[config.mk]
export PLATFORM = sky130hd
export DESIGN_NAME = mio_slot_mux
export DESIGN_NICKNAME = d
export VERILOG_FILES = /design/src/logic/mio_pkg.sv /design/src/logic/mio_debounce.sv /design/src/logic/mio_pwm_stage.sv /design/src/logic/mio_slot_mux.sv
export VERILOG_INCLUDE_DIRS = /design/src /design/src/logic
export SDC_FILE = /design/constraint.sdc
export NUM_CORES = 1
export LEC_CHECK = 0
export BUFFER_PORTS_ARGS = -buffer_cell sky130_fd_sc_hd__buf_2
export CAP_MARGIN = 40
export CORE_UTILIZATION = 43
export DETAILED_ROUTE_END_ITERATION = 8
export REMOVE_ABC_BUFFERS = 1
export SETUP_SLACK_MARGIN = 0.5
export SYNTH_ARGS = -nofsm -noshare
export SYNTH_HDL_FRONTEND = slang
export SYNTH_SLANG_ARGS = --single-unit
[constraint.sdc]
create_clock -name aclk -period 5 [get_ports aclk]
set_input_delay 0.25 -clock aclk [delete_from_list [all_inputs] [get_ports aclk]]
set_output_delay 0.25 -clock aclk [all_outputs]
set_load 0.01 [all_outputs]
[src/logic/mio_defs.svh]
// Constants of the slot block: offsets, fields, responses, timing.
// Assumes a 100 MHz aclk; cycle counts derive from that rate.
`ifndef MIO_DEFS_SVH
`define MIO_DEFS_SVH
`define MIO_CLK_HZ 100000000
`define MIO_WD_MS 100
`define MIO_FILT_DEF_US 3000
`define MIO_FILT_MIN_US 10
`define MIO_WD_CYC (`MIO_WD_MS * (`MIO_CLK_HZ / 1000))
`define MIO_FILT_DEF_CYC (`MIO_FILT_DEF_US * (`MIO_CLK_HZ / 1000000))
`define MIO_FILT_MIN_CYC ((`MIO_FILT_MIN_US * `MIO_CLK_HZ + 999999) / 1000000)
`define MIO_OFS_SLOT_CFG 8'h00
`define MIO_OFS_OUT_CTRL 8'h04
`define MIO_OFS_PWM_DUTY 8'h08
`define MIO_OFS_FILT_TIME 8'h0C
`define MIO_OFS_STATUS 8'h10
`define MIO_OFS_IRQ_STAT 8'h14
`define MIO_OFS_IRQ_MASK 8'h18
`define MIO_OFS_LATCH_CFG 8'h1C
`define MIO_OFS_POSITION 8'h20
`define MIO_OFS_LATCHED 8'h24
`define MIO_OFS_ANALOG 8'h28
`define MIO_IRQ_WD_BIT 0
`define MIO_IRQ_IN_BIT 1
`define MIO_STAT_WD_BIT 12
`define MIO_DUTY_FULL 16'hFFFF
`define MIO_DUTY_ZERO 16'h0000
`define MIO_RESP_OKAY 2'h0
`define MIO_RESP_SLVERR 2'h2
`endif

[src/logic/mio_pkg.sv]
// Types of the slot block: per-slot module selections.
// Assumes mio_defs.svh holds all numeric constants.
package mio_pkg;
    typedef enum logic [1:0] {S1_NONE = 2'h0, S1_QUAD = 2'h1, S1_COUNT = 2'h2,
        S1_DIO = 2'h3} mio_s1_mode_t;
    typedef enum logic [1:0] {S2_NONE = 2'h0, S2_DIO = 2'h1, S2_PWM = 2'h2,
        S2_RSVD = 2'h3} mio_s2_mode_t;
    typedef enum logic [1:0] {S3_NONE = 2'h0, S3_DI = 2'h1, S3_R2 = 2'h2,
        S3_R3 = 2'h3} mio_s3_mode_t;
    typedef enum logic [1:0] {S4_NONE = 2'h0, S4_ANALOG = 2'h1, S4_DI = 2'h2,
        S4_RSVD = 2'h3} mio_s4_mode_t;
    // One field per slot: at most one module each.
    typedef struct packed {
        mio_s4_mode_t s4;
        mio_s3_mode_t s3;
        mio_s2_mode_t s2;
        mio_s1_mode_t s1;
    } mio_slot_cfg_t;
    typedef struct packed {
        logic in_change;
        logic wd_fail;
    } mio_irq_t;
endpackage

[src/logic/mio_debounce.sv]
// Pin synchroniser and debounce filter for one field input.
// Assumes pin_i is asynchronous and limit_i is on aclk.
module mio_debounce #(
    parameter int CW = 20
) (
    input wire logic aclk,
    input wire logic aresetn,
    input wire logic pin_i,
    input wire logic [CW-1:0] limit_i,
    output logic sync_o,
    output logic filt_o
);
    logic meta_q;
    logic sync_q;
    logic filt_q;
    logic [CW-1:0] cnt_q;

    // Two flops before anything looks at the pin.
    always_ff @(posedge aclk)
    begin
        if (!aresetn)
        begin
            meta_q <= 1'b0;
            sync_q <= 1'b0;
        end
        else
        begin
            meta_q <= pin_i;
            sync_q <= meta_q;
        end
    end

    // A level is taken once it held for limit_i cycles; a bounce restarts.
    always_ff @(posedge aclk)
    begin
        if (!aresetn)
        begin
            filt_q <= 1'b0;
            cnt_q <= '0;
        end
        else if (sync_q == filt_q)
        begin
            cnt_q <= '0;
        end
        else if (cnt_q >= limit_i - CW'(1))
        begin
            filt_q <= sync_q;
            cnt_q <= '0;
        end
        else
        begin
            cnt_q <= cnt_q + CW'(1);
        end
    end

    assign sync_o = sync_q;
    assign filt_o = filt_q;
endmodule // mio_debounce

[src/logic/mio_pwm_stage.sv]
// Pulse-width output stage for one output pin.
// Assumes duty_i is on aclk; the period is 65536 cycles.
`include "mio_defs.svh"
module mio_pwm_stage (
    input wire logic aclk,
    input wire logic aresetn,
    input wire logic [15:0] duty_i,
    output logic pwm_o
);
    logic [15:0] phase_q;
    logic pwm_q;

    // Free-running phase; the end values bypass it so the level is static.
    always_ff @(posedge aclk)
    begin
        if (!aresetn)
        begin
            phase_q <= 16'h0000;
            pwm_q <= 1'b0;
        end
        else
        begin
            phase_q <= phase_q + 16'h0001;
            if (duty_i == `MIO_DUTY_ZERO)
                pwm_q <= 1'b0;
            else if (duty_i == `MIO_DUTY_FULL)
                pwm_q <= 1'b1;
            else
                pwm_q <= (phase_q < duty_i);
        end
    end

    assign pwm_o = pwm_q;
endmodule // mio_pwm_stage

[src/logic/mio_slot_mux.sv]
// Top of the slot block: AXI4-Lite registers, slot decode, input filters,
// position counter, output routing, watchdog and interrupt.
// Assumes field pins and converter words are asynchronous to aclk.
`include "mio_defs.svh"
module mio_slot_mux
    import mio_pkg::*;
// Notes on behaviour
// - Four slots, each owning fixed pins; the chosen module sets pin behaviour.
// - One module per slot; mode comes only from it, none means unused.
// - Host traffic gaps over 100 ms are flagged as failure; host must be faster.
// - Slot one owns inputs 1-2, input 3 in encoder mode, outputs 1-2.
// - Encoder mode decodes two tracks up to 250 kHz, drives two outputs.
// - Counter mode counts input 1, direction from input 2, drives two outputs.
// - Input 3 high in encoder mode latches position or clears it, as configured.
// - Slot two owns inputs 3-4, outputs 3-4; plain digital or pulse-width.
// - Slot three owns inputs 5-6 as one digital pair with the configurable filter.
// - Slot four owns inputs 7-8: digital or two 12-bit analog values.
// - All digital inputs are debounced, default 3 ms, minimum 10 us.
// - Only inputs 3 to 6 take the configurable filter time.
// - Eight inputs, four outputs, each with an indicator of its state.
// - Duty 0x0000 holds a pulse-width output off, 0xFFFF holds it on.
#(
    parameter int unsigned WD_CYCLES = `MIO_WD_CYC,
    parameter int unsigned FILT_DEF_CYCLES = `MIO_FILT_DEF_CYC,
    parameter int FCW = 20
) (
    input wire logic aclk,
    input wire logic aresetn,
    input wire logic [7:0] s_axi_awaddr,
    input wire logic s_axi_awvalid,
    output logic s_axi_awready,
    input wire logic [31:0] s_axi_wdata,
    input wire logic [3:0] s_axi_wstrb,
    input wire logic s_axi_wvalid,
    output logic s_axi_wready,
    output logic [1:0] s_axi_bresp,
    output logic s_axi_bvalid,
    input wire logic s_axi_bready,
    input wire logic [7:0] s_axi_araddr,
    input wire logic s_axi_arvalid,
    output logic s_axi_arready,
    output logic [31:0] s_axi_rdata,
    output logic [1:0] s_axi_rresp,
    output logic s_axi_rvalid,
    input wire logic s_axi_rready,
    input wire logic [7:0] field_in,
    input wire logic [11:0] adc_ch7,
    input wire logic [11:0] adc_ch8,
    output logic [3:0] field_out,
    output logic [7:0] led_in,
    output logic [3:0] led_out,
    output logic irq
);
    import mio_pkg::*;

    localparam logic [FCW-1:0] FILT_DEF = FCW'(FILT_DEF_CYCLES);
    localparam logic [FCW-1:0] FILT_MIN = FCW'(`MIO_FILT_MIN_CYC);

    mio_slot_cfg_t slot_cfg_q;
    logic [3:0] out_ctrl_q;
    logic [31:0] duty_q;
    logic [FCW-1:0] filt_time_q;
    mio_irq_t irq_stat_q;
    mio_irq_t irq_mask_q;
    logic latch_clr_q;
    logic [31:0] pos_q;
    logic [31:0] latched_q;
    logic [23:0] adc_meta_q;
    logic [23:0] adc_q;
    logic [31:0] wd_cnt_q;
    logic wd_fail_q;
    logic aw_hold_q;
    logic w_hold_q;
    logic [7:0] awaddr_q;
    logic [31:0] wdata_q;
    logic [3:0] wstrb_q;
    logic [7:0] in_prev_q;
    logic [1:0] trk_prev_q;
    logic [7:0] pin_sync;
    logic [7:0] pin_filt;
    logic [1:0] pwm_lvl;
    logic [3:0] out_d;
    logic [7:0] in_state;
    logic [31:0] rd_d;
    logic rd_ok;
    logic wr_ok;
    logic do_wr;
    logic ar_hs;
    logic kick;
    logic [31:0] wmask;

    // Inputs 3 to 6 use the software filter time; the rest keep the default.
    for (genvar i = 0; i < 8; i++)
    begin : g_in
        localparam bit CFG_FILT = (i >= 2) && (i <= 5);
        mio_debounce #(
            .CW(FCW)
        ) u_deb (
            .aclk(aclk),
            .aresetn(aresetn),
            .pin_i(field_in[i]),
            .limit_i(CFG_FILT ? filt_time_q : FILT_DEF),
            .sync_o(pin_sync[i]),
            .filt_o(pin_filt[i])
        );
    end

    // Outputs 3 and 4 each own a pulse-width stage.
    for (genvar j = 0; j < 2; j++)
    begin : g_pwm
        mio_pwm_stage u_pwm (
            .aclk(aclk),
            .aresetn(aresetn),
            .duty_i(duty_q[16*j +: 16]),
            .pwm_o(pwm_lvl[j])
        );
    end

    assign do_wr = aw_hold_q && w_hold_q && !s_axi_bvalid;
    assign ar_hs = s_axi_arvalid && s_axi_arready;
    assign kick = do_wr || ar_hs;
    assign wmask = {{8{wstrb_q[3]}}, {8{wstrb_q[2]}}, {8{wstrb_q[1]}}, {8{wstrb_q[0]}}};

    // Address and data taken in either order, held until the response.
    always_ff @(posedge aclk)
    begin
        if (!aresetn)
        begin
            aw_hold_q <= 1'b0;
            w_hold_q <= 1'b0;
            awaddr_q <= 8'h00;
            wdata_q <= 32'h0000_0000;
            wstrb_q <= 4'h0;
            s_axi_awready <= 1'b0;
            s_axi_wready <= 1'b0;
            s_axi_bvalid <= 1'b0;
            s_axi_bresp <= `MIO_RESP_OKAY;
        end
        else
        begin
            s_axi_awready <= !aw_hold_q && !(s_axi_awvalid && s_axi_awready);
            s_axi_wready <= !w_hold_q && !(s_axi_wvalid && s_axi_wready);
            if (s_axi_awvalid && s_axi_awready)
            begin
                aw_hold_q <= 1'b1;
                awaddr_q <= s_axi_awaddr;
            end
            if (s_axi_wvalid && s_axi_wready)
            begin
                w_hold_q <= 1'b1;
                wdata_q <= s_axi_wdata;
                wstrb_q <= s_axi_wstrb;
            end
            if (do_wr)
            begin
                s_axi_bvalid <= 1'b1;
                s_axi_bresp <= wr_ok ? `MIO_RESP_OKAY : `MIO_RESP_SLVERR;
            end
            else if (s_axi_bvalid && s_axi_bready)
            begin
                s_axi_bvalid <= 1'b0;
                aw_hold_q <= 1'b0;
                w_hold_q <= 1'b0;
                s_axi_awready <= 1'b1;
                s_axi_wready <= 1'b1;
            end
        end
    end

    // Writable offsets; status and counter words are read-only.
    always_comb
    begin
        case (awaddr_q)
            `MIO_OFS_SLOT_CFG, `MIO_OFS_OUT_CTRL, `MIO_OFS_PWM_DUTY, `MIO_OFS_FILT_TIME,
            `MIO_OFS_IRQ_STAT, `MIO_OFS_IRQ_MASK, `MIO_OFS_LATCH_CFG: wr_ok = 1'b1;
            default: wr_ok = 1'b0;
        endcase
    end

    // Software registers; a filter time below the minimum is raised to it.
    always_ff @(posedge aclk)
    begin
        if (!aresetn)
        begin
            slot_cfg_q <= '0;
            out_ctrl_q <= 4'h0;
            duty_q <= 32'h0000_0000;
            filt_time_q <= FILT_DEF;
            irq_mask_q <= '0;
            latch_clr_q <= 1'b0;
        end
        else if (do_wr)
        begin
            case (awaddr_q)
                `MIO_OFS_SLOT_CFG: if (wstrb_q[0]) slot_cfg_q <= wdata_q[7:0];
                `MIO_OFS_OUT_CTRL: if (wstrb_q[0]) out_ctrl_q <= wdata_q[3:0];
                `MIO_OFS_PWM_DUTY: duty_q <= (duty_q & ~wmask) | (wdata_q & wmask);
                `MIO_OFS_FILT_TIME:
                begin
                    if (wdata_q[FCW-1:0] < FILT_MIN)
                        filt_time_q <= FILT_MIN;
                    else
                        filt_time_q <= wdata_q[FCW-1:0];
                end
                `MIO_OFS_IRQ_MASK: if (wstrb_q[0]) irq_mask_q <= wdata_q[1:0];
                `MIO_OFS_LATCH_CFG: if (wstrb_q[0]) latch_clr_q <= wdata_q[0];
                default: ;
            endcase
        end
    end

    // Read channel answers one cycle after the address is taken.
    always_ff @(posedge aclk)
    begin
        if (!aresetn)
        begin
            s_axi_arready <= 1'b0;
            s_axi_rvalid <= 1'b0;
            s_axi_rdata <= 32'h0000_0000;
            s_axi_rresp <= `MIO_RESP_OKAY;
        end
        else if (ar_hs)
        begin
            s_axi_arready <= 1'b0;
            s_axi_rvalid <= 1'b1;
            s_axi_rdata <= rd_d;
            s_axi_rresp <= rd_ok ? `MIO_RESP_OKAY : `MIO_RESP_SLVERR;
        end
        else if (s_axi_rvalid && s_axi_rready)
        begin
            s_axi_rvalid <= 1'b0;
            s_axi_arready <= 1'b1;
        end
        else
        begin
            s_axi_arready <= !s_axi_rvalid;
        end
    end

    // Read mux; unmapped offsets return zero with an error response.
    always_comb
    begin
        rd_ok = 1'b1;
        rd_d = 32'h0000_0000;
        case (s_axi_araddr)
            `MIO_OFS_SLOT_CFG: rd_d[7:0] = slot_cfg_q;
            `MIO_OFS_OUT_CTRL: rd_d[3:0] = out_ctrl_q;
            `MIO_OFS_PWM_DUTY: rd_d = duty_q;
            `MIO_OFS_FILT_TIME: rd_d[FCW-1:0] = filt_time_q;
            `MIO_OFS_STATUS: rd_d[`MIO_STAT_WD_BIT:0] = {wd_fail_q, field_out, in_state};
            `MIO_OFS_IRQ_STAT: rd_d[1:0] = irq_stat_q;
            `MIO_OFS_IRQ_MASK: rd_d[1:0] = irq_mask_q;
            `MIO_OFS_LATCH_CFG: rd_d[0] = latch_clr_q;
            `MIO_OFS_POSITION: rd_d = pos_q;
            `MIO_OFS_LATCHED: rd_d = latched_q;
            `MIO_OFS_ANALOG: rd_d = {4'h0, adc_q[23:12], 4'h0, adc_q[11:0]};
            default: rd_ok = 1'b0;
        endcase
    end

    // Inputs seen by software; unused or analog slots read zero.
    always_comb
    begin
        in_state = 8'h00;
        if (slot_cfg_q.s1 != S1_NONE)
            in_state[1:0] = pin_filt[1:0];
        if (slot_cfg_q.s2 == S2_DIO || slot_cfg_q.s2 == S2_PWM)
            in_state[3:2] = pin_filt[3:2];
        else if (slot_cfg_q.s1 == S1_QUAD)
            in_state[2] = pin_filt[2];
        if (slot_cfg_q.s3 == S3_DI)
            in_state[5:4] = pin_filt[5:4];
        if (slot_cfg_q.s4 == S4_DI)
            in_state[7:6] = pin_filt[7:6];
    end

    // Converter words are resynchronised; the converter must hold a word steady.
    always_ff @(posedge aclk)
    begin
        if (!aresetn)
        begin
            adc_meta_q <= 24'h00_0000;
            adc_q <= 24'h00_0000;
        end
        else
        begin
            adc_meta_q <= {adc_ch8, adc_ch7};
            if (slot_cfg_q.s4 == S4_ANALOG)
                adc_q <= adc_meta_q;
            else
                adc_q <= 24'h00_0000;
        end
    end

    // Position uses synced, unfiltered tracks; a 3 ms filter would eat them.
    always_ff @(posedge aclk)
    begin
        if (!aresetn)
        begin
            pos_q <= 32'h0000_0000;
            latched_q <= 32'h0000_0000;
            trk_prev_q <= 2'h0;
        end
        else
        begin
            trk_prev_q <= pin_sync[1:0];
            if (slot_cfg_q.s1 == S1_QUAD && pin_filt[2] && latch_clr_q)
                pos_q <= 32'h0000_0000;
            else if (slot_cfg_q.s1 == S1_QUAD && ^(pin_sync[1:0] ^ trk_prev_q))
                pos_q <= (trk_prev_q[0] ^ pin_sync[1]) ? pos_q + 32'h1 : pos_q - 32'h1;
            else if (slot_cfg_q.s1 == S1_COUNT && pin_sync[0] && !trk_prev_q[0])
                pos_q <= pin_sync[1] ? pos_q + 32'h1 : pos_q - 32'h1;
            if (slot_cfg_q.s1 == S1_QUAD && pin_filt[2] && !latch_clr_q)
                latched_q <= pos_q;
        end
    end

    // Output routing by slot; a failed host link forces every output off.
    always_comb
    begin
        out_d = 4'h0;
        if (slot_cfg_q.s1 != S1_NONE)
            out_d[1:0] = out_ctrl_q[1:0];
        if (slot_cfg_q.s2 == S2_DIO)
            out_d[3:2] = out_ctrl_q[3:2];
        else if (slot_cfg_q.s2 == S2_PWM)
            out_d[3:2] = pwm_lvl;
        if (wd_fail_q)
            out_d = 4'h0;
    end

    // Pins and indicators come straight from flops.
    always_ff @(posedge aclk)
    begin
        if (!aresetn)
        begin
            field_out <= 4'h0;
            led_out <= 4'h0;
            led_in <= 8'h00;
        end
        else
        begin
            field_out <= out_d;
            led_out <= out_d;
            led_in <= pin_filt;
        end
    end

    // A write with both halves taken, or a read address taken, restarts the watchdog.
    always_ff @(posedge aclk)
    begin
        if (!aresetn)
        begin
            wd_cnt_q <= 32'h0000_0000;
            wd_fail_q <= 1'b0;
        end
        else if (kick)
        begin
            wd_cnt_q <= 32'h0000_0000;
            wd_fail_q <= 1'b0;
        end
        else if (wd_cnt_q >= WD_CYCLES - 1)
        begin
            wd_fail_q <= 1'b1;
        end
        else
        begin
            wd_cnt_q <= wd_cnt_q + 32'h1;
        end
    end

    // Sticky events, cleared by writing one; a new event wins over the clear.
    always_ff @(posedge aclk)
    begin
        if (!aresetn)
        begin
            irq_stat_q <= '0;
            in_prev_q <= 8'h00;
            irq <= 1'b0;
        end
        else
        begin
            in_prev_q <= pin_filt;
            if (do_wr && awaddr_q == `MIO_OFS_IRQ_STAT && wstrb_q[0])
                irq_stat_q <= irq_stat_q & ~wdata_q[1:0];
            if (!wd_fail_q && wd_cnt_q >= WD_CYCLES - 1 && !kick)
                irq_stat_q[`MIO_IRQ_WD_BIT] <= 1'b1;
            if (pin_filt != in_prev_q)
                irq_stat_q[`MIO_IRQ_IN_BIT] <= 1'b1;
            irq <= |(irq_stat_q & irq_mask_q);
        end
    end
endmodule // mio_slot_mux

Word-level counts from Yosys, hierarchy flattened
Cells that the tools add are included.
{"block": "classes", "n_reduce_logical": 75, "eq_ne": 34, "addsub": 14, "order_cmp": 12, "n_bitwise": 19, "n_mux": 44}
{"op": "20-bit by 1-bit adder with 20-bit output (second input constant)", "n": 8}
{"op": "32-bit two-way mux", "n": 4}
{"op": "20-bit by 19-bit greater-or-equal comparator with 1-bit output (second input constant)", "n": 4}
{"op": "20-bit greater-or-equal comparator", "n": 4}
{"op": "32-bit by 1-bit adder with 32-bit output (second input constant)", "n": 2}
{"op": "32-bit bitwise AND", "n": 2}
{"op": "8-bit by 5-bit == test with 1-bit output (second input constant)", "n": 7}
{"op": "12-bit case mux with 4 select lines", "n": 1}
{"op": "7-bit case mux with 5 select lines", "n": 1}
{"op": "16-bit by 1-bit adder with 16-bit output (second input constant)", "n": 2}
{"op": "16-bit == test (second input constant)", "n": 2}
{"op": "8-bit by 4-bit == test with 1-bit output (second input constant)", "n": 4}
{"op": "32-bit by 24-bit greater-or-equal comparator with 1-bit output (second input constant)", "n": 1}
{"op": "16-bit zero test", "n": 2}
{"op": "16-bit < comparator", "n": 2}
{"op": "32-bit NOT", "n": 1}
{"op": "32-bit OR", "n": 1}
{"op": "32-bit by 1-bit subtractor with 32-bit output (second input constant)", "n": 1}
{"op": "5-bit case mux with 6 select lines", "n": 1}
{"op": "4-bit case mux with 7 select lines", "n": 1}
{"op": "3-bit OR reduction", "n": 9}
{"op": "8-bit by 6-bit == test with 1-bit output (second input constant)", "n": 3}
{"op": "1-bit two-way mux", "n": 24}
{"op": "2-bit AND reduction", "n": 11}
{"op": "27 further kinds", "n": 100}
{"block": "word_totals", "reg_bits": 534, "wordCells": 270, "out_inout_bits": 58, "inputBits": 91}

Logic depth before layout (Yosys ltp)
Gate-level depths: netlist of the first run.
{"block": "logic_depth", "depth_word": 6, "depth_mapped": 15}

Modules after synthesis
A second synthesis of the first run with hierarchy kept.
{"block": "unflattened", "cells_unflattened": 3443, "area_unflattened_um2": 29135.4}
{"mod": "mio_slot_mux", "n_inst": 1, "cells_each": 1609, "area_per_inst_um2": 13387.8, "seq_area_each_um2": 6286.0}
{"mod": "mio_debounce (g_in[1].u_deb ...)", "n_inst": 6, "cells_each": 195, "area_per_inst_um2": 1675.4, "seq_area_each_um2": 460.4}
{"mod": "mio_debounce (g_in[0].u_deb ...)", "n_inst": 2, "cells_each": 199, "area_per_inst_um2": 1694.1, "seq_area_each_um2": 460.4}
{"mod": "mio_pwm_stage", "n_inst": 2, "cells_each": 133, "area_per_inst_um2": 1153.6, "seq_area_each_um2": 340.3}

Worst setup path before layout of the first run
OpenSTA, ideal clock, no wires.
{"block": "synth_path", "path_kind": "flip-flop to flip-flop", "from": "register filt_time_q[0]", "to": "register g_in[2].u_deb.cnt_q[10]", "setup_ns": 0.064, "arrival_time_ns": 3.402, "path_slack_ns": 1.534, "stages_incl_launch_ff": 15, "cell_sequence": "dfxtp_1 inv_1 ha_1 or4b_1 or4_1 clkbuf_1 nor4_1 xnor2_1 ha_1 a21o_1 a21o_1 a211oi_2 a31oi_1 buf_2 nor2_1"}
{"block": "synth_between", "elab_chain_len": 3}
{"element": "from (decl)", "line_no": "mio_slot_mux.sv:62", "text": "logic [FCW-1:0] filt_time_q;"}
{"element": "from (signal assigned)", "line_no": "mio_slot_mux.sv:203", "text": "filt_time_q <= wdata_q[FCW-1:0];"}
{"element": "20-bit by 1-bit subtractor with 20-bit output", "line_no": "mio_debounce.sv:45", "text": "else if (cnt_q >= limit_i - CW'(1))"}
{"element": "20-bit greater-or-equal comparator", "line_no": "mio_debounce.sv:45"}
{"element": "3-bit OR reduction (no source line)"}
{"element": "to (signal assigned)", "line_no": "mio_debounce.sv:52", "text": "cnt_q <= cnt_q + CW'(1);"}
{"element": "to (decl)", "line_no": "mio_debounce.sv:16", "text": "logic [CW-1:0] cnt_q;"}
Every way passes these cells.
A chain may end at the register's enable or synchronous reset.

Final worst setup path of the first run
{"block": "layout_path", "from": "register filt_time_q[0]", "to": "register g_in[2].u_deb.cnt_q[6]"}
The elaborated chain is that of the path after synthesis.

==> results of run 1 <==
==> repair_timing <==
action | in CTS | in global routing
hold endpoints to repair | 83 | 0
hold buffers | 88 | 0
setup endpoints to repair | 0 | 0
==> worst max-delay path, delay by kind of cell (launching register included) <==
kind	cells	cell delay, ns
XOR/XNOR	1	0.31
adder cells (fa/ha/maj)	2	0.59
buffers and inverters	2	0.39
flip-flops	1	0.34
AND/OR/NAND/NOR	4	1.64
AO/OA/AOI/OAI	4	0.73
==> kinds of logic (layout without fill, tap and decap cells) <==
logic type,count (synthesis),count (layout),share of synthesized area
adders and majority gates,123,123,0.0611
muxes,52,52,0.0212
other,1,7,0.000149
DFF,532,532,0.423
xor gates and xnor gates,221,221,0.0769
AOI/OAI and AO/OA,498,498,0.126
and+or+nand+nor,1322,1322,0.255
buffers and inverters,232,469,0.0367
==> placed cells by master, fill, tap and decap left out, types with 39 or more instances in the layout <==
master / Yosys / routed
mux2i_1: 50 / 50
o21ai_0: 73 / 73
a21oi_1: 187 / 187
buf_4: 8 / 44
nand2_1: 352 / 352
nand3_1: 169 / 169
inv_1: 84 / 84
dfxtp_1: 532 / 532
buf_2: 15 / 145
dlygate4sd3_1: 0 / 88
nor3_1: 56 / 54
and3_1: 65 / 65
ha_1: 122 / 122
a22oi_1: 39 / 39
xnor2_1: 93 / 93
nor2_1: 350 / 346
clkbuf_16: 0 / 58
and2_1: 90 / 90
nand4_1: 75 / 75
xor2_1: 128 / 128
==> through the flow <==
step / total power, uW / hold WS (ns) / utilization / std cells / worst slack [ns]
2_1_floorplan: 4590 / 0.322 / - / 2839 / 1.05
3_3_place_gp: 4770 / 0.408 / 0.460 / 3784 / 1.06
3_5_place_dp: 4770 / 0.414 / 0.462 / 3795 / 0.938
4_1_cts: 9290 / 0.0115 / 0.511 / 3988 / 0.897
5_1_grt: 9530 / 0.0500 / 0.511 / 3988 / 0.670
6_report: 9190 / 0.0521 / 0.511 / 3989 / 0.918
==> final timing paths <==
check	startpoint	end	cells past startpoint
max	filt_time_q[0]$_SDFFE_PN0P_	g_in[2].u_deb.cnt_q[6]$_SDFF_PP0_	13
min	s_axi_araddr[2]	s_axi_rdata[0]$_SDFFE_PN0P_	3
max reg2reg	filt_time_q[0]$_SDFFE_PN0P_	g_in[2].u_deb.cnt_q[6]$_SDFF_PP0_	13
min reg2reg	adc_meta_q[18]$_SDFF_PN0_	adc_q[18]$_SDFF_PN0_	1
==> final cells by class <==
| type | instances | area, sq um |
|---|---|---|
| Fill cell | 5399 | 28200 |
| Multi-Input combinational cell | 2222 | 13700 |
| Sequential cell | 532 | 10700 |
| Timing Repair Buffer | 279 | 1970 |
| Clock buffer | 85 | 1680 |
| Tap cell | 765 | 957 |
| Inverter | 85 | 324 |
| Clock inverter | 20 | 310 |
| Antenna cell | 1 | 2.50 |
==> per-layer routing <==
layer / up-vias / global-route usage
met1: 10500 / 0.326
met2: 630 / 0.382
li1: 10800 / -
met3: 140 / 0.0377
met4: 0 / 0.0971
met5: - / 0
==> state kept, by name (all words and copies together), names as in the netlist, 4 cells and up, named ones only <==
name and cells:
g_in.u_deb.cnt_q 160, g_pwm.u_pwm.phase_q 32, latched_q 32, pos_q 32, s_axi_rdata 32, wd_cnt_q 32
wdata_q 32, adc_meta_q 24, adc_q 24, filt_time_q 20, awaddr_q 8, g_in.u_deb.filt_o 8
g_in.u_deb.meta_q 8, g_in.u_deb.sync_o 8, in_prev_q 8, slot_cfg_q 8, led_out 4, out_ctrl_q 4
wstrb_q 4
==> power groups by stage <==
| stage | combinational (uW) | clock (uW) | sequential, uW |
|---|---|---|---|
| floorplan | 166 | 0 | 4430 |
| global placement | 327 | 0 | 4440 |
| detailed placement | 332 | 0 | 4440 |
| CTS | 385 | 4560 | 4350 |
| global route | 424 | 4750 | 4350 |
| finish | 388 | 4450 | 4350 |
==> flow_summary.ini, run 1 <==
[run_status]
status = finished clean

[run]
cap_violations = 0

[power]
switching_power_uw = 2050
power_frac_seq = 0.473
clockPowerShare = 0.484
swShare = 0.223
power_density_nw_per_um2 = 311
power_frac_comb = 0.042
p_leak_uw = 0.0115
ir_worst_vdd_uv = 273
internal_power_uw = 7140

[synth]
yosysTopAreaCell = dfxtp_1
avgSynthCellArea_sq_um = 8.44
seq_area_frac_synth = 0.423
ys_ff_latch = 532
synth_enable_flop_cells = 0
synth_flop_cell = dfxtp_1
netlist_instances = 2981
asyncSetResetFlopFracSynth = 0
synthTopCellsByCount = dfxtp_1 (532), nand2_1 (352), nor2_1 (350), a21oi_1 (187), nand3_1 (169)
yosysMostFrequentCell = dfxtp_1
yosysWarnings = 0
yosys.area.top_type_share = 0.423
synth_area_sq_um = 25200
ys_types = 82
synth_area_leaders = dfxtp_1 (42%), ha_1 (6.1%), nand2_1 (5.3%)

[grt]
antenna_found_initial = 1
grt_pass1_wl_mm = 115
grt_overflow = 0
grt.total_usage = 0.241
grt_pass1_vias = 21100
grt_start_max_net_pins = 75

[setup_path]
crit_chain = inv_1, ha_1, or4b_1, or4_1, nor4_1, xnor2_1, ha_1, a21o_1, a21o_1, a211oi_2, a31oi_1, buf_4, nor2_1
crit_fanout = 20
startpoint_type = flop
worstSetupEndpointType = flop
required_ns = 5.54
path_class = flop to flop
cp_data_arrival_time_ns = 4.62
critPathSlowestCell = or4_1
reg2reg_slack_ns = 0.92
cpPeakStageDelay_ns = 0.64

[worst_hold_path]
hold_path_class = input pin to flop

[route]
met2_length_mm = 32.3
antenna_left = 0
dr_total_vias = 22100
drc = 0
routed.top_layer = met4
drtIter0Drc = 1543
wl_met3_mm = 4.43
drt-met1-wl_mm = 33.3
routed_wl_mm = 72.9
firstDrtPassIters = 6
post_drt_wl_per_cell_um = 18.3
viasPerCell = 5.55

[placed_design]
io_buffer_count = 146
dpl.hpwl_mm = 51.9
place.gp.congestion = 0.887
placed_area_sq_um = 26700

[clock_network]
htreeDepth = 2
clk_latency_ns = 0.63
clockRootBuffer = clkbuf_16
cts_tree = yes
ctsResizeCount = 0
cts_buffers = 57
cts.sinks = 532
cts_setup_buffers = 0
clockBufferDepth = 3
cts.clk_slew.worst_paths_ns = 0.06

[floorplanning]
die_h_um = 244
die_width_um = 244
core_sq_um = 57800
io_pins = 149
start_util = 0.435
die_area_sq_um = 59500
rows = 88

[sta]
worstMarginPinSlew_ns = 1.01
min_period_ns = 4.08
skew_ns = 0.0242
fmax_mhz = 245
tns_ns = 0
final.period_utilization = 0.816
maxSlewHeadroom = 0.325
rsz0062_at_grt = false
setup_viol = 0
drv_slew = 0
finalHoldViolations = 0

[final_layout]
final_area_sq_um = 29600
drive_gt1_frac = 0.0987
synthToLayoutAreaGrowth_pct = 17.4
final_nets = 3390
Power figures use the tool's default switching activity.
==> run 2, diff against run 1 <==
- ABC_AREA: unset -> 1
- clock period: 5 -> 3.95 ns (I/O delays scaled with it)
==> run 2 against run 1 <==
Clock skew fell by 0.013 ns. Critical path type unchanged. Via count grew 7.0%. Critical path depth up 1.
==> flow_summary.ini, run 2 <==
[run_status]
status = finished clean

[floorplanning]
die_width_um = 250
io_pins = 149
die_h_um = 250
die_area_sq_um = 62600
core_sq_um = 60600
start_util = 0.437
rows = 90

[grt]
grt_pass1_vias = 21700
grt_overflow = 0
antenna_found_initial = 1
grt_pass1_wl_mm = 119
grt.total_usage = 0.236
grt_start_max_net_pins = 117

[sta]
skew_ns = 0.0116
drv_slew = 0
setup_viol = 0
final.period_utilization = 0.798
fmax_mhz = 317
rsz0062_at_grt = false
finalHoldViolations = 0
worst_slack_ns = 0.797
holdWs_ns = 0.0501
maxSlewHeadroom = 0.416
worstMarginPinSlew_ns = 0.868
tns_ns = 0
min_period_ns = 3.15

[clock_network]
cts_setup_buffers = 0
cts.clk_slew.worst_paths_ns = 0.06
cts_tree = yes
htreeDepth = 2
cts.sinks = 532
clockBufferDepth = 3
clk_latency_ns = 0.63
cts_buffers = 58
clockRootBuffer = clkbuf_16

[synth]
synth_flop_cell = dfxtp_1
yosysMostFrequentCell = nand2_1
yosysWarnings = 0
yosysTopAreaCell = dfxtp_1
netlist_instances = 3589
synth_area_sq_um = 26500
synthTopCellsByCount = nand2_1 (600), dfxtp_1 (532), inv_1 (475), nor2_1 (399), a21oi_1 (265)
ys_ff_latch = 532
asyncSetResetFlopFracSynth = 0
yosys.area.top_type_share = 0.402
synth_area_leaders = dfxtp_1 (40%), nand2_1 (8.5%), inv_1 (6.7%)
avgSynthCellArea_sq_um = 7.38
synth_enable_flop_cells = 0
seq_area_frac_synth = 0.402
ys_types = 62

[worst_hold_path]
hold_path_class = input pin to flop

[final_layout]
drive_gt1_frac = 0.115
largest_register_ffs = 160
final_common_cell = nand2_1
num_antenna_cells = 0
regMostFlops = g_in.u_deb.cnt_q
final_nets = 4008
final_core_util = 0.508
final_cell_mix = nand2_1 (599), dfxtp_1 (532), inv_1 (475), nor2_1 (397), a21oi_1 (265)
fin_cells = 4623
synthToLayoutAreaGrowth_pct = 16.2

[power]
ir_worst_vdd_uv = 358
power_density_nw_per_um2 = 378
p_leak_uw = 0.0128

[setup_path]
worstSetupEndpointType = flop
crit_fanout = 20
required_ns = 4.52
startpoint_type = flop
path_class = flop to flop
cp_data_arrival_time_ns = 3.72

[route]
drc = 0
post_drt_wl_per_cell_um = 16.1
dr_total_vias = 23700
routed_wl_mm = 74.3
drtIter0Drc = 1802
firstDrtPassIters = 5
antenna_left = 0
viasPerCell = 5.12

[placed_design]
io_buffer_count = 146
dpl.hpwl_mm = 54.4
place.gp.congestion = 0.908
dp.cells = 4438
post-place-ws_ns = 0.642

[run]
cap_violations = 0
-- run 2: cell count changes in the layout (fill, tap and decap cells not counted), moves of 78 or more --
cell     delta
a21oi_1    +78
o21ai_0   +164
and2_1     -90
nor2_2     +88
inv_1     +391
nand2_1   +247
-- run 2: cell families (layout without fill, tap and decap cells) --
| kind of cell | count (synthesis) | in the layout | synth area share |
|---|---|---|---|
| adders and majority gates | 122 | 122 | 0.0576 |
| AOI/OAI and AO/OA | 630 | 630 | 0.131 |
| DFF | 532 | 532 | 0.402 |
| other | 1 | 6 | 0.000142 |
| xor gates and xnor gates | 157 | 157 | 0.0522 |
| and+or+nand+nor | 1544 | 1544 | 0.267 |
| buffers and inverters | 603 | 850 | 0.0907 |
-- run 2: worst max-delay path, stage by stage (launching register included) --
cell and delay [ns]:
dfxtp_1 0.36, nor2_1 0.17, inv_1 0.09, nor4_2 0.23
nand2_1 0.16, xor2_1 0.59, ha_1 0.37, a21oi_1 0.14
o21ai_0 0.09, a21oi_1 0.14, nand2_1 0.09, nand4_1 0.15
nand4_2 0.10, buf_4 0.27, nor2_2 0.11
-- run 2: stage by stage --
stage | area, sq um | power [uW]
5_1_grt | 30800 | 12000
6_report | 30800 | 11600
4_1_cts | 30700 | 11800
2_1_floorplan | 25900 | 5870
3_5_place_dp | 27900 | 6100
3_3_place_gp | 27900 | 6100
-- run 2: routing by layer --
metal	vias to the layer above	GRT usage	wire, um
li1	12100	-	-
met1	10800	0.334	35600
met2	586	0.367	32200
met3	112	0.0338	4400
met4	2	0.0754	2070
met5	-	0	13
-- run 2: final cells by class --
type | count | area [sq um]
Fill cell | 6040 | 29800
Multi-Input combinational cell | 2459 | 13500
Sequential cell | 532 | 10700
Inverter | 484 | 1820
Timing Repair Buffer | 260 | 1810
Clock buffer | 87 | 1760
Tap cell | 782 | 978
Clock inverter | 19 | 238
-- run 2: worst paths after layout --
check                                                  from                            endpoint  slack [ns]  cells past startpoint
worst min register to register    adc_meta_q[19]$_SDFF_PN0_                adc_q[19]$_SDFF_PN0_        0.41                      2
worst max-delay path            filt_time_q[2]$_SDFFE_PN0P_  g_in[5].u_deb.cnt_q[12]$_SDFF_PP0_        0.80                     14
worst min-delay path                         s_axi_wdata[2]             wdata_q[2]$_SDFFE_PN0P_        0.05                      3
worst max register to register  filt_time_q[2]$_SDFFE_PN0P_  g_in[5].u_deb.cnt_q[12]$_SDFF_PP0_        0.80                     14
-- run 2: repair_timing --
item | in CTS | in global routing
setup endpoints to repair | 0 | 81
gates resized for setup | 0 | 6
hold buffers | 79 | 0
endpoints found under the hold margin | 92 | 0
-- run 2: report_power, final --
group / total, uW / switching (uW) / internal, uW
clock network: 5590 / 2300 / 3280
logic: 534 / 331 / 204
registers: 5520 / 64.2 / 5450
total: 11600 / 2700 / 8940
==> run 3, diff against run 2 <==
- ABC_AREA: 1 -> 0
- clock period: 3.95 -> 2.6 ns (I/O delays scaled with it)
==> run 3 against run 2 <==
The run now ends with negative setup slack left. Via count is 3.2% lower. Sequential power is 51% higher. Routed wire length is 2.2% higher. Die area is 4.9% lower. Critical endpoint is now g_in[2].u_deb.cnt_q[7]$_SDFF_PP0_.
==> flow_summary.ini, run 3 (synthesis gave the netlist of run 1 again) <==
[grt]
grt_pass1_wl_mm = 118
grt_overflow = 0
grt_pass1_vias = 21800
antenna_found_initial = 3
grt.total_usage = 0.248
grt_start_max_net_pins = 123

[sta]
finalHoldViolations = 0
worstMarginPinSlew_ns = 0.816
skew_ns = 0.0278
setup_viol = 84
min_period_ns = 3.51
worst_slack_ns = -0.914
fmax_mhz = 285
tns_ns = -71.16
maxSlewHeadroom = 0.454
rsz0062_at_grt = true
final.period_utilization = 1.35
drv_slew = 0

[floorplanning]
rows = 88
core_sq_um = 57800
die_area_sq_um = 59500
die_h_um = 244
io_pins = 149
die_width_um = 244
start_util = 0.435

[clock_network]
clk_latency_ns = 0.63
cts.sinks = 532
clockRootBuffer = clkbuf_16
clockBufferDepth = 3
cts_buffers = 56
htreeDepth = 2
cts.clk_slew.worst_paths_ns = 0.06
cts_tree = yes

[final_layout]
final_core_util = 0.546
drive_gt1_frac = 0.171
synthToLayoutAreaGrowth_pct = 25.5
final_common_cell = dfxtp_1
final_cell_mix = dfxtp_1 (519), nand2_1 (350), nor2_1 (323), a21oi_1 (178), nand3_1 (163)
largest_register_ffs = 160
regMostFlops = g_in.u_deb.cnt_q
final_nets = 3528

[setup_path]
crit_chain = buf_6, inv_4, ha_4, or4b_4, or4_4, buf_6, nor2_4, xnor2_4, ha_2, a21o_1, a21o_1, a21o_1, a211oi_2, a31oi_4, buf_6, nor2_2
crit_buf_inv = 4
crit_fanout = 5
critPathSlowestCell = or4b_4
regToRegStartpoint = filt_time_q[1]$_SDFFE_PN0P_
cp_num_cells = 16
cp-startpoint = filt_time_q[1]$_SDFFE_PN0P_
required_ns = 3.15
cpPeakStageDelay_ns = 0.47
crit_family = simple AND/OR/NAND/NOR gates
startpoint_type = flop
worstSetupEndpointType = flop
cp_data_arrival_time_ns = 4.06
path_class = flop to flop
reg2reg_depth = 16

[worst_hold_path]
hold_path_class = input pin to flop
min_from = s_axi_araddr[4]
holdPathStages = 3

[run_status]
status = complete, but fails checks
violations = negative setup slack

[power]
switching_power_uw = 4020
power_frac_comb = 0.047
internal_power_uw = 13600
power_frac_seq = 0.475
p_leak_uw = 0.0125
swShare = 0.228
ir_worst_vdd_uv = 551
power_density_nw_per_um2 = 557
clockPowerShare = 0.478

[route]
routed_wl_mm = 75.9
antenna_left = 0
viasPerCell = 5.55
drc = 0
drtIter0Drc = 1693
post_drt_wl_per_cell_um = 18.4
firstDrtPassIters = 5
dr_total_vias = 22900

[placed_design]
io_buffer_count = 146
dpl.hpwl_mm = 53.2
place.gp.congestion = 0.924

[run]
cap_violations = 0
==> run 3: cell types whose count changed in the layout (fill, tap and decap cells not counted), moves of 62 or more <==
cell     change
and2_1      +89
a21oi_1     -87
and3_1      +62
o21ai_0    -168
nand2_1    -249
nor2_2      -73
buf_4      +115
inv_1      -393
nor2_1      -74
==> run 3: area by class of cell <==
class	count	area [sq um]
antenna	1	2.50
tap	765	957
clock buffer	75	1570
inverter	85	327
multi-input combinational	2222	14500
clock inverter	27	354
sequential	532	10700
fill	5240	26200
timing repair buffer	418	3230
==> run 3: repair_timing <==
action	in CTS	in global routing
cloned	3	4
setup buffers	14	9
pin swaps	47	38
setup endpoints to repair	111	194
hold buffers	92	0
hold endpoints to repair	91	0
gates resized for setup	120	87
==> run 3: layer usage <==
layer	vias up	global-route usage	share of wire
met5	-	0	0
met4	0	0.0811	0.032
met3	160	0.0387	0.061
met2	728	0.402	0.45
met1	10900	0.334	0.45
li1	11100	-	-
==> run 3: worst paths after layout <==
kind,end,slack (ns)
min,s_axi_rresp[1]$_SDFFE_PN0P_,0.07
max,g_in[2].u_deb.cnt_q[7]$_SDFF_PP0_,-0.91
min reg2reg,adc_q[21]$_SDFF_PN0_,0.43
max reg2reg,g_in[2].u_deb.cnt_q[7]$_SDFF_PP0_,-0.91
==> run 3: tightest hold or removal path, cell delays in order <==
cell	delay, ns
buf_2	0.22
o21ai_0	0.21
a21oi_1	0.07
==> run 3: power by group through the flow <==
| stage | sequential (uW) | clock, uW | combinational [uW] |
|---|---|---|---|
| final | 8360 | 8400 | 831 |
| after global routing | 8370 | 8910 | 900 |
| after CTS | 8360 | 8550 | 790 |
| after detailed placement | 8540 | 0 | 659 |
| after global placement | 8540 | 0 | 648 |
| after floorplan | 8510 | 0 | 320 |
==> run 3: through the flow <==
stage                     hold WS (ns)  setup WS (ns)  std cells  cell area, sq um  power (uW)
after CTS                       0.0257         -0.885       4111             31100       17700
after floorplan                  0.202          -1.35       2839             24600        8830
after global routing            0.0837          -1.04       4124             31600       18200
after detailed placement         0.338          -1.15       3900             27500        9200
final                           0.0660         -0.914       4125             31600       17600
after global placement           0.335          -1.13       3900             27500        9180
